### config.mk
export PLATFORM = sky130hd
export DESIGN_NAME = mac_pause_flow_control
export DESIGN_NICKNAME = d
export VERILOG_FILES = /design/src/pkg/pause_fc_pkg.sv /design/src/hdl/mac_pause_flow_control.sv /design/src/hdl/pause_timer.sv
export VERILOG_INCLUDE_DIRS = /design/src /design/src/pkg
export SDC_FILE = /design/constraint.sdc
export NUM_CORES = 1
export LEC_CHECK = 0
export BUFFER_PORTS_ARGS = -buffer_cell sky130_fd_sc_hd__buf_2
export CAP_MARGIN = 20
export CELL_PAD_IN_SITES_DETAIL_PLACEMENT = 1
export CELL_PAD_IN_SITES_GLOBAL_PLACEMENT = 1
export CORE_UTILIZATION = 34
export DETAILED_ROUTE_END_ITERATION = 6
export PLACE_DENSITY = 0.72
export SLEW_MARGIN = 20
export SYNTH_ARGS = -nofsm -noshare
export SYNTH_HDL_FRONTEND = slang
export SYNTH_SLANG_ARGS = --single-unit
### constraint.sdc
create_clock -name pclk -period 1.9 [get_ports pclk]
set_input_delay 0.095 -clock pclk [delete_from_list [all_inputs] [get_ports pclk]]
set_output_delay 0.095 -clock pclk [all_outputs]
set_load 0.02 [all_outputs]
### src/pkg/pause_fc_consts.svh
// Purpose: offsets, field positions, reset values and timing counts of the pause flow-control block
// Assumes: 32-bit apb data, one register per aligned word
// Notes: register index times four gives the byte address
`ifndef PAUSE_FC_CONSTS_SVH
`define PAUSE_FC_CONSTS_SVH

`define IDX_PHY_MGMT_DATA 4'h7
`define IDX_PAUSE_FLOW_CTRL 4'h8
`define IDX_LINE_CTRL 4'h9
`define ADDR_PHY_MGMT_DATA 12'h01C
`define ADDR_PAUSE_FLOW_CTRL 12'h020
`define ADDR_LINE_CTRL 12'h024

`define FLOW_QUANTA_MSB 31
`define FLOW_QUANTA_LSB 16
`define FLOW_PASS_BIT 2
`define FLOW_ENABLE_BIT 1
`define FLOW_BUSY_BIT 0
`define LINE_TX_EN_BIT 0
`define LINE_FULL_DUPLEX_BIT 1
`define LINE_SEND_PAUSE_BIT 2
`define LINE_BACKPRESSURE_BIT 3

`define RESET_PHY_MGMT_DATA 16'h0000
`define RESET_PAUSE_QUANTA 16'h0000
`define PAUSE_FRAME_BYTES 8'd64
`define SLOT_BIT_TIMES 16'd512
`define PAUSE_OPCODE 16'h0001
`define MAC_CTRL_TYPE 16'h8808

`endif

### src/pkg/pause_fc_pkg.sv
// Purpose: types shared by the pause flow-control block
// Assumes: nothing
// Notes: transmit state codes differ in one bit from idle to frame, but in two bits from idle to back pressure
package pause_fc_pkg;
  typedef enum logic [1:0] {
    TX_IDLE = 2'b00,
    TX_FRAME = 2'b01,
    TX_BACKPRESS = 2'b11
  } tx_state_t;
endpackage
### src/hdl/mac_pause_flow_control.sv
// Purpose: mac pause flow control with its apb registers
// Assumes: frame-side strobes are synchronous to pclk
// Notes: phy management data register is a plain holding register
//
// Chosen here: the APB register port.
`timescale 1ns/1ps
`include "pause_fc_consts.svh"

module mac_pause_flow_control
  import pause_fc_pkg::*;
#(
  parameter int QW = 16,
  parameter int AW = 12
) (
  input wire logic pclk,
  input wire logic presetn,
  input wire logic psel,
  input wire logic penable,
  input wire logic pwrite,
  input wire logic [AW-1:0] paddr,
  input wire logic [31:0] pwdata,
  output logic [31:0] prdata,
  output logic pready,
  output logic pslverr,
  input wire logic management_busy_flag,
  input wire logic phy_read_done,
  input wire logic [15:0] phy_read_word,
  input wire logic tx_frame_done,
  input wire logic rx_frame_end,
  input wire logic rx_pause_valid,
  input wire logic [QW-1:0] rx_pause_quanta,
  input wire logic rx_filter_mode_pass,
  input wire logic slot_tick,
  output logic [15:0] phy_write_word,
  output logic pause_frame_req,
  output logic [QW-1:0] pause_frame_quanta,
  output logic [15:0] pause_frame_type,
  output logic [15:0] pause_frame_opcode,
  output logic backpressure_on,
  output logic tx_hold,
  output logic rx_status_filter,
  output logic rx_status_valid,
  output logic rx_data_forward
);

  // ----------------------------------------------------------------
  // register state
  // ----------------------------------------------------------------
  logic [15:0] mgmt_data_q;
  logic [QW-1:0] pause_quanta_value_q;
  logic pass_pause_frames_q;
  logic pause_function_enable_q;
  logic pause_in_progress_q;
  logic tx_enable_q;
  logic full_duplex_q;
  logic send_pause_q;
  logic backpress_req_q;
  tx_state_t tx_state_q;
  tx_state_t tx_state_d;
  logic rx_paused;

  function automatic logic hit(input logic [AW-1:0] a, input logic [AW-1:0] b);
    hit = (a == b);
  endfunction

  logic apb_access;
  logic wr_data;
  logic wr_flow;
  logic wr_line;
  logic mapped;
  assign apb_access = psel && penable;
  assign wr_data = apb_access && pwrite && hit(paddr, `ADDR_PHY_MGMT_DATA);
  assign wr_flow = apb_access && pwrite && hit(paddr, `ADDR_PAUSE_FLOW_CTRL);
  assign wr_line = apb_access && pwrite && hit(paddr, `ADDR_LINE_CTRL);
  assign mapped = hit(paddr, `ADDR_PHY_MGMT_DATA) || hit(paddr, `ADDR_PAUSE_FLOW_CTRL)
                  || hit(paddr, `ADDR_LINE_CTRL);

  // ----------------------------------------------------------------
  // phy management data
  // ----------------------------------------------------------------
  // a completed phy read wins over a host write in the same cycle
  always_ff @(posedge pclk or negedge presetn) begin
    if (!presetn) begin
      mgmt_data_q <= `RESET_PHY_MGMT_DATA;
    end else if (phy_read_done) begin
      mgmt_data_q <= phy_read_word;
    end else if (wr_data && !management_busy_flag) begin
      mgmt_data_q <= pwdata[15:0];
    end
  end

  always_ff @(posedge pclk or negedge presetn) begin
    if (!presetn) begin
      phy_write_word <= `RESET_PHY_MGMT_DATA;
    end else begin
      phy_write_word <= mgmt_data_q;
    end
  end

  // ----------------------------------------------------------------
  // flow control register
  // ----------------------------------------------------------------
  // written bit zero is ignored; busy belongs to hardware
  always_ff @(posedge pclk or negedge presetn) begin
    if (!presetn) begin
      pause_quanta_value_q <= `RESET_PAUSE_QUANTA;
      pass_pause_frames_q <= 1'b0;
      pause_function_enable_q <= 1'b0;
    end else if (wr_flow) begin
      pause_quanta_value_q <= pwdata[`FLOW_QUANTA_MSB:`FLOW_QUANTA_LSB];
      pass_pause_frames_q <= pwdata[`FLOW_PASS_BIT];
      pause_function_enable_q <= pwdata[`FLOW_ENABLE_BIT];
    end
  end

  // line control: transmitter enable, duplex, and flow triggers
  always_ff @(posedge pclk or negedge presetn) begin
    if (!presetn) begin
      tx_enable_q <= 1'b0;
      full_duplex_q <= 1'b0;
      backpress_req_q <= 1'b0;
    end else if (wr_line) begin
      tx_enable_q <= pwdata[`LINE_TX_EN_BIT];
      full_duplex_q <= pwdata[`LINE_FULL_DUPLEX_BIT];
      backpress_req_q <= pwdata[`LINE_BACKPRESSURE_BIT];
    end
  end

  // send request is a one-shot; it waits for the frame to start
  always_ff @(posedge pclk or negedge presetn) begin
    if (!presetn) begin
      send_pause_q <= 1'b0;
    end else if (wr_line && pwdata[`LINE_SEND_PAUSE_BIT]) begin
      send_pause_q <= 1'b1;
    end else if (tx_state_q == TX_FRAME || !tx_enable_q) begin
      send_pause_q <= 1'b0;
    end
  end

  // ----------------------------------------------------------------
  // pause transmit / back pressure
  // ----------------------------------------------------------------
  logic fc_tx_ok;
  assign fc_tx_ok = tx_enable_q && pause_function_enable_q;

  always_comb begin
    tx_state_d = tx_state_q;
    case (tx_state_q)
      TX_IDLE: begin
        if (fc_tx_ok && full_duplex_q && send_pause_q) begin
          tx_state_d = TX_FRAME;
        end else if (fc_tx_ok && !full_duplex_q && backpress_req_q) begin
          tx_state_d = TX_BACKPRESS;
        end
      end
      TX_FRAME: begin
        if (tx_frame_done) begin
          tx_state_d = TX_IDLE;
        end
      end
      TX_BACKPRESS: begin
        if (!fc_tx_ok || full_duplex_q || !backpress_req_q) begin
          tx_state_d = TX_IDLE;
        end
      end
      default: begin
        tx_state_d = TX_IDLE;
      end
    endcase
  end

  always_ff @(posedge pclk or negedge presetn) begin
    if (!presetn) begin
      tx_state_q <= TX_IDLE;
    end else begin
      tx_state_q <= tx_state_d;
    end
  end

  always_ff @(posedge pclk or negedge presetn) begin
    if (!presetn) begin
      pause_in_progress_q <= 1'b0;
    end else begin
      pause_in_progress_q <= (tx_state_d != TX_IDLE);
    end
  end

  always_ff @(posedge pclk or negedge presetn) begin
    if (!presetn) begin
      pause_frame_req <= 1'b0;
      backpressure_on <= 1'b0;
      pause_frame_quanta <= '0;
      pause_frame_type <= 16'h0000;
      pause_frame_opcode <= 16'h0000;
    end else begin
      pause_frame_req <= (tx_state_d == TX_FRAME);
      backpressure_on <= (tx_state_d == TX_BACKPRESS);
      pause_frame_quanta <= pause_quanta_value_q;
      pause_frame_type <= `MAC_CTRL_TYPE;
      pause_frame_opcode <= `PAUSE_OPCODE;
    end
  end

  // ----------------------------------------------------------------
  // receive pause decode
  // ----------------------------------------------------------------
  logic pause_accept;
  assign pause_accept = rx_frame_end && rx_pause_valid && pause_function_enable_q
                        && full_duplex_q;

  pause_timer #(
    .QW(QW)
  ) u_pause_timer (
    .pclk(pclk),
    .presetn(presetn),
    .load(pause_accept),
    .quanta(rx_pause_quanta),
    .slot_tick(slot_tick),
    .paused(rx_paused)
  );

  // clearing enable masks tx_hold; a hold-off already running keeps counting in the timer
  always_ff @(posedge pclk or negedge presetn) begin
    if (!presetn) begin
      tx_hold <= 1'b0;
    end else begin
      tx_hold <= rx_paused && pause_function_enable_q;
    end
  end

  // ----------------------------------------------------------------
  // receive status
  // ----------------------------------------------------------------
  always_ff @(posedge pclk or negedge presetn) begin
    if (!presetn) begin
      rx_status_filter <= 1'b0;
      rx_status_valid <= 1'b0;
      rx_data_forward <= 1'b0;
    end else begin
      rx_status_valid <= rx_frame_end;
      rx_data_forward <= rx_frame_end;
      if (rx_frame_end) begin
        if (rx_filter_mode_pass) begin
          rx_status_filter <= 1'b1;
        end else if (rx_pause_valid) begin
          rx_status_filter <= pass_pause_frames_q;
        end else begin
          rx_status_filter <= 1'b0;
        end
      end
    end
  end

  // ----------------------------------------------------------------
  // apb slave: zero wait states
  // ----------------------------------------------------------------
  always_ff @(posedge pclk or negedge presetn) begin
    if (!presetn) begin
      pready <= 1'b0;
      pslverr <= 1'b0;
      prdata <= 32'h0000_0000;
    end else begin
      pready <= psel && !penable;
      pslverr <= psel && !penable && !mapped;
      prdata <= 32'h0000_0000;
      if (psel && !penable && !pwrite) begin
        if (hit(paddr, `ADDR_PHY_MGMT_DATA)) begin
          prdata <= {16'h0000, mgmt_data_q};
        end else if (hit(paddr, `ADDR_PAUSE_FLOW_CTRL)) begin
          prdata <= {pause_quanta_value_q, 13'h0000, pass_pause_frames_q,
                     pause_function_enable_q, pause_in_progress_q};
        end else if (hit(paddr, `ADDR_LINE_CTRL)) begin
          prdata <= {28'h000_0000, backpress_req_q, send_pause_q, full_duplex_q, tx_enable_q};
        end
      end
    end
  end

endmodule

### src/hdl/pause_timer.sv
// Purpose: receive-side pause hold-off counter
// Assumes: one slot tick per slot time from the mac
// Notes: load restarts the count with the new quanta
`timescale 1ns/1ps
module pause_timer #(
  parameter int QW = 16
) (
  input wire logic pclk,
  input wire logic presetn,
  input wire logic load,
  input wire logic [QW-1:0] quanta,
  input wire logic slot_tick,
  output logic paused
);
  logic [QW-1:0] count_q;

  always_ff @(posedge pclk or negedge presetn) begin
    if (!presetn) begin
      count_q <= '0;
    end else if (load) begin
      count_q <= quanta;
    end else if (slot_tick && count_q != '0) begin
      count_q <= count_q - 1'b1;
    end
  end

  always_ff @(posedge pclk or negedge presetn) begin
    if (!presetn) begin
      paused <= 1'b0;
    end else if (load) begin
      paused <= (quanta != '0);
    end else if (slot_tick && count_q <= {{(QW-1){1'b0}}, 1'b1}) begin
      paused <= 1'b0;
    end
  end
endmodule

Yosys cells after proc, flatten, opt, wreduce, memory -nomap -nowiden
Cells that the tools add are included.

word-level totals
  register bits after elaboration = 131
  bits in latches = 0
  bits in writable memories = 0
  memory bits (read-only) = 0
  input bits = 88
  output and inout bits = 104
  logic and storage cells = 94
  memories kept = 0

cells by class
  $add $sub $neg = 1
  $mul = 0
  divide/modulo/power cells = 0
  magnitude comparators = 1
  equal/unequal tests = 7
  shifts and indexed selects = 0
  muxes and demuxes = 19
  bitwise operators = 0
  reductions and logical operators = 42

operators by type and width
  cell                                                              number
  2-to-1 mux 32 bit                                                 3
  2-to-1 mux 16 bit                                                 4
  nonzero test 16 bit                                               2
  == test 12 x 6 -> 1 bit (second input constant)                   2
  logical AND 1 bit                                                 21
  less-or-equal comparator 16 x 1 -> 1 bit (second input constant)  1
  subtractor 16 x 1 -> 16 bit (second input constant)               1
  == test 12 x 5 -> 1 bit (second input constant)                   1
  nonzero test 2 bit                                                5
  zero test 1 bit                                                   8
  2-to-1 mux 2 bit                                                  4
  2-to-1 mux 1 bit                                                  6
  one-hot mux 2 bit (3 select lines)                                1
  logical OR 1 bit                                                  5
  == test 2 x 1 -> 1 bit (second input constant)                    2
  == test 2 bit (second input constant)                             2
  2-to-1 mux 4 bit                                                  1
  zero test 2 bit                                                   1

Depth between registers and ports, before layout
  depth after elaboration = 7
  gate-level depth with buffers = 6
  depth with buffers taken out = 6

By module
Synthesis repeated with hierarchy kept, for this count alone.

second synthesis, totals
  cells, all modules = 434
  area total of the unflattened synthesis = 5502.8 um^2

modules (own cells, without submodules)
  module                  times used  cells an instance  area an instance (um^2)  sequential area each (um^2)
  mac_pause_flow_control  1           287                4247.8                   2827.7
  pause_timer             1           147                1255.0                   425.4

Least setup slack after synthesis
No wires, ideal clock.

  path kind = register to register
  start = reg u_pause_timer.count_q[0]
  end = reg u_pause_timer.count_q[14]
  library setup time = 69 ps
  data arrival time = 2017 ps
  data required time = 1831 ps
  slack = -187 ps
  stages on the path, launching flop included = 7
  buffers on the path = 0
  period minus slack after synthesis = 2087 ps
  cells stage by stage = dfrtp_1 -> inv_1 -> ha_1 -> or4bb_1 -> or2_1 -> or4b_1 -> nand3_1

between the ends
  longest elaborated chain between the ends = 3
  elaborated cells on any way between the ends = 6
  classes of those cells = add/sub: 1; mux: 2; reduce/logical: 3

ends and longest elaborated chain
  item                                                                RTL line                              source
  from (decl)                                                         pause_timer.sv:15                     logic [QW-1:0] count_q;
  from (signal assigned)                                              pause_timer.sv:21                     count_q <= quanta;
  from (signal assigned)                                              pause_timer.sv:23                     count_q <= count_q - 1'b1;
  subtractor 16 x 1 -> 16 bit or nonzero test 16 bit (tied branches)  pause_timer.sv:23, pause_timer.sv:22
  2-to-1 mux 16 bit or logical AND 1 bit (tied branches)              pause_timer.sv:22                     end else if (slot_tick && count_q != '0) begin
  2-to-1 mux 16 bit or nonzero test 2 bit (tied branches)             n/a

Parallel ways exist; a longest one is shown, timed or not. The select of a mux whose other input is x is not followed.
A chain may end at the register's enable or synchronous reset.

Worst setup path in the final report
  start = reg u_pause_timer.count_q[1]
  end = reg u_pause_timer.count_q[15]

The elaborated chain is that of the path after synthesis.

==> impl_table.tex <==
\begin{tabular}{lr}
\hline
Metric & Value \\
\hline
\multicolumn{2}{l}{\textbf{STA}} \\
Final worst-path cycle share & 114\% \\
Transition time at the pin with the least slew margin & 567 ps \\
Setup tns final & -1710 ps \\
Slack of the critical path & -271 ps \\
Unrepaired setup endpoints after global routing & yes \\
Total count of max-transition violations in the final report & 0 \\
FMAX & around 0.46 GHz \\
Setup Skew & just over 8 ps \\
Final setup violation count & 13 \\
Final-report hold violation count & 0 \\
Final critical path time including I/O delays and setup & 2170 ps \\
Worst-case headroom to the max-slew limit & 62.2\% \\
\multicolumn{2}{l}{\textbf{Setup path}} \\
Highest cell delay on the worst timing path & 550 ps \\
Depth of the worst register-to-register path & 4 \\
Data required time of the worst path & 2240 ps \\
Element type at the critical path end & flop \\
Worst-path fanout max & 7 \\
Setup Crit Path Kind & reg -> reg \\
Capture instance of the worst register-to-register path & u\_pause\_timer.count\_q[15] \\
Critical path origin & u\_pause\_timer.count\_q[1] \\
Setup slack of the worst register-to-register path & -270 ps \\
Origin of the critical flop-to-flop path & u\_pause\_timer.count\_q[1] \\
Data arrival time of the critical path & roughly 2500 ps \\
Cell with the largest stage delay on the worst path & sky130\_fd\_sc\_hd\_\_or4b\_4 \\
Crit-path cells & or4b\_4 > or3\_4 > or4\_4 > a31oi\_4 \\
Worst setup path endpoint & u\_pause\_timer.count\_q[15] \\
Kind of start point of the critical path & flop \\
\multicolumn{2}{l}{\textbf{Floorplanning}} \\
Site Rows & 45 \\
Total die area & 16000 sq um \\
Die Y-Extent & 127 um \\
Core area & roughly 15000 sq um \\
Total I/O pin count & 192 \\
Effective utilization at floorplan & between 30\% and 40\% \\
Horizontal die dimension & 127 um \\
\multicolumn{2}{l}{\textbf{Synth}} \\
Cell types with the largest area share after synthesis & sky130\_fd\_sc\_hd\_\_dfrtp\_1 (62\%), sky130\_fd\_sc\_hd\_\_buf\_4 (4.5\%), sky130\_fd\_sc\_hd\_\_and2\_1 (3.6\%) \\
Fraction of synthesis flops using an asynchronous set or reset pin & 100\% \\
Mean instance size in the synthesized netlist & 12.0 sq um \\
Most instantiated flip-flop cell in the synthesis netlist & sky130\_fd\_sc\_hd\_\_dfrtp\_1 \\
Share of the yosys chip area belonging to registers & roughly three fifths \\
Post-synthesis instance area & 5290 sq um \\
Most area-hungry cell type in the Yosys netlist & sky130\_fd\_sc\_hd\_\_dfrtp\_1 \\
Synth top area share & 61.6\% \\
Post-synthesis cell type count & 49 \\
Post-synthesis cell count & roughly 440 \\
Top cells by instance count after synthesis & sky130\_fd\_sc\_hd\_\_dfrtp\_1 (130), sky130\_fd\_sc\_hd\_\_nand2\_1 (39), sky130\_fd\_sc\_hd\_\_buf\_4 (32) \\
Synth Warn \# & 0 \\
EDFF count, synth & 0 \\
Most instantiated library cell after synthesis & sky130\_fd\_sc\_hd\_\_dfrtp\_1 \\
Seq cells post-synth & 130 \\
\multicolumn{2}{l}{\textbf{Clock tree}} \\
CTS max path bufs & 2 \\
Number of clock buffers inserted by TritonCTS & 17 \\
Clock edge transition at the registers on the reported setup and hold paths & approximately 60 ps \\
\# H-tree levels & 4 \\
Clock network latency to the later pin of the worst-skew pair & 410 ps \\
Clk Tree Root Cell & sky130\_fd\_sc\_hd\_\_clkbuf\_16 \\
CTS tree & done \\
Clock sink total & 130 \\
\multicolumn{2}{l}{\textbf{Drt}} \\
Number of detailed-route iterations in the first pass & 4 \\
Drt initial violations & 166 \\
Total number of vias & 4409 \\
Remaining antenna violation count & 0 \\
Routed length per placed instance & 17.5 um \\
Detailed-route vias per instance & 4.86 \\
Total routed wirelength & 15.9 mm \\
Residual DRC & 0 \\
\multicolumn{2}{l}{\textbf{Global routing}} \\
Initial antenna violation count & 0 \\
Pin count of the biggest net entering global routing & 62 \\
Wire length of the first global-routing pass & 24.9 mm \\
Number of global-route vias before repair & 4766 \\
Leftover overflow at the end of global routing & 0 \\
Gr usage total & between 20\% and 30\% \\
\multicolumn{2}{l}{\textbf{Worst hold path}} \\
Origin of the worst min-delay path & pwdata[7] \\
HP Class & in -> reg \\
\multicolumn{2}{l}{\textbf{Cells and area}} \\
Synth-to-Final Area Change & 48.2\% \\
Post-route cell area & 7830 sq um \\
Ant diodes & 0 \\
Final \#Nets & 797 \\
Share of post-route cells with drive strength above 1 & 37.6\% \\
\multicolumn{2}{l}{\textbf{Run status}} \\
Outcome & complete, but fails checks \\
Failing checks & negative setup slack \\
\multicolumn{2}{l}{\textbf{Placement}} \\
HPWL reported at the end of detailed placement & between 10 and 15 mm \\
Routability cong. & about 0.82 \\
Cell area after placement & between 6000 and 7000 sq um \\
IO buf count & 163 \\
Post-Place Setup Slack & -255 ps \\
\multicolumn{2}{l}{\textbf{Power and ir drop}} \\
Final total power & 7.42 mW \\
Leakage & 4.06 nW \\
Worst IR Drop VDD & around 0.62 mV \\
PwrDens & 947 nW/um\^{}2 \\
\multicolumn{2}{l}{\textbf{Job}} \\
Count of maximum capacitance violations & 0 \\
\hline
\end{tabular}
[cell type report]
cell class	instances	area (sq um)
Clock buffer	18	429
Clock inverter	14	143
Tap cell	188	235
Timing Repair Buffer	267	1800
Fill cell	1665	7370
Multi-Input combinational cell	285	1950
Sequential cell	130	3250
Inverter	5	21.3
[per-stage QoR]
stage	cells	hold WS (ps)	util, %
2_1_floorplan	466	-201	-
3_3_place_gp	803	-45.4	42.3
3_5_place_dp	803	-43.4	42.3
4_1_cts	904	0.110	50.8
5_1_grt	907	19.2	51.5
6_report	907	7.97	51.5
[power breakdown]
part | switching [mW] | internal, mW | leakage [nW] | total, mW
Combinational | 0.636 | 0.586 | 2.06 | 1.22
Clock | 1.31 | 1.84 | 0.271 | 3.15
Sequential | 0.115 | 2.93 | 1.72 | 3.04
Total | 2.06 | 5.35 | 4.06 | 7.42
[layout by cell type, fill, tap and decap left out, types with 3 or more instances in the layout]
cell type and n:
sky130_fd_sc_hd__dfrtp_1 130, sky130_fd_sc_hd__clkbuf_16 17, sky130_fd_sc_hd__nand4_1 5, sky130_fd_sc_hd__a31oi_1 8, sky130_fd_sc_hd__mux2_2 11, sky130_fd_sc_hd__o21ai_0 21, sky130_fd_sc_hd__or3_1 5, sky130_fd_sc_hd__dlygate4sd3_1 63
sky130_fd_sc_hd__inv_1 3, sky130_fd_sc_hd__nand3_1 11, sky130_fd_sc_hd__nand4b_1 5, sky130_fd_sc_hd__buf_2 162, sky130_fd_sc_hd__o211ai_1 4, sky130_fd_sc_hd__nor2_1 21, sky130_fd_sc_hd__clkinvlp_4 3, sky130_fd_sc_hd__buf_4 37
sky130_fd_sc_hd__a21oi_1 7, sky130_fd_sc_hd__inv_6 7, sky130_fd_sc_hd__and2_1 30, sky130_fd_sc_hd__nor4_1 7, sky130_fd_sc_hd__nand2_1 39, sky130_fd_sc_hd__mux2_1 10, sky130_fd_sc_hd__nor2b_1 3, sky130_fd_sc_hd__conb_1 29
sky130_fd_sc_hd__nand2b_1 3, sky130_fd_sc_hd__and4b_1 3, sky130_fd_sc_hd__buf_12 3, sky130_fd_sc_hd__mux2i_1 17
[state kept, by name, summed over array words and instances, names as in the netlist]
| signal | count |
|---|---|
| backpress_req_q | 1 |
| backpressure_on | 1 |
| full_duplex_q | 1 |
| mgmt_data_q | 16 |
| pass_pause_frames_q | 1 |
| pause_frame_quanta | 16 |
| pause_frame_req | 1 |
| pause_frame_type | 1 |
| pause_function_enable_q | 1 |
| pause_in_progress_q | 1 |
| pause_quanta_value_q | 16 |
| phy_write_word | 16 |
| prdata | 32 |
| pready | 1 |
| pslverr | 1 |
| rx_data_forward | 1 |
| rx_status_filter | 1 |
| send_pause_q | 1 |
| tx_enable_q | 1 |
| tx_hold | 1 |
| tx_state_q | 2 |
| u_pause_timer.count_q | 16 |
| u_pause_timer.paused | 1 |
[routing by layer]
metal  vias up  GRT usage (%)  part of all wire [%]
li1       2033              -                     -
met1      2201           24.0                    41
met2       153           35.9                    52
met3        22           4.89                   5.4
met4         0           7.21                   1.8
met5         -              0                     0
[worst min-delay path by stage]
stage	end	slack, ps	cells past startpoint
after floorplan	backpress_req_q	-200	0
after global placement	mgmt_data_q[5]	-50	1
after detailed placement	phy_write_word[5]	-40	1
after CTS	u_pause_timer.count_q[15]	0.1	3
after global routing	mgmt_data_q[15]	20	3
final	mgmt_data_q[7]	8	3
[critical path, delay by kind of cell (launching register included)]
kind               cells  cell delay [ps]
and+or+nand+nor        3             1510
AOI/OAI and AO/OA      1              170
DFF                    1              410
[repair_timing]
item | in CTS | in global routing
hold buffers | 63 | 0
setup endpoints to repair | 12 | 16
setup buffers | 6 | 3
pin swaps | 7 | 9
endpoints found under the hold margin | 186 | 0
resized for setup | 9 | 16
[logic make-up (layout without fill, tap and decap cells)]
| kind of cell | Yosys count | count (layout) | synth area share, % |
|---|---|---|---|
| buf+inv | 51 | 304 | 5.97 |
| simple gates | 154 | 154 | 16.5 |
| flops | 130 | 130 | 61.6 |
| other cells | 2 | 29 | 0.142 |
| fa+ha+maj | 3 | 3 | 0.710 |
| compound gates | 61 | 61 | 7.43 |
| mux | 38 | 38 | 7.69 |
Power figures use the tool's default switching activity.
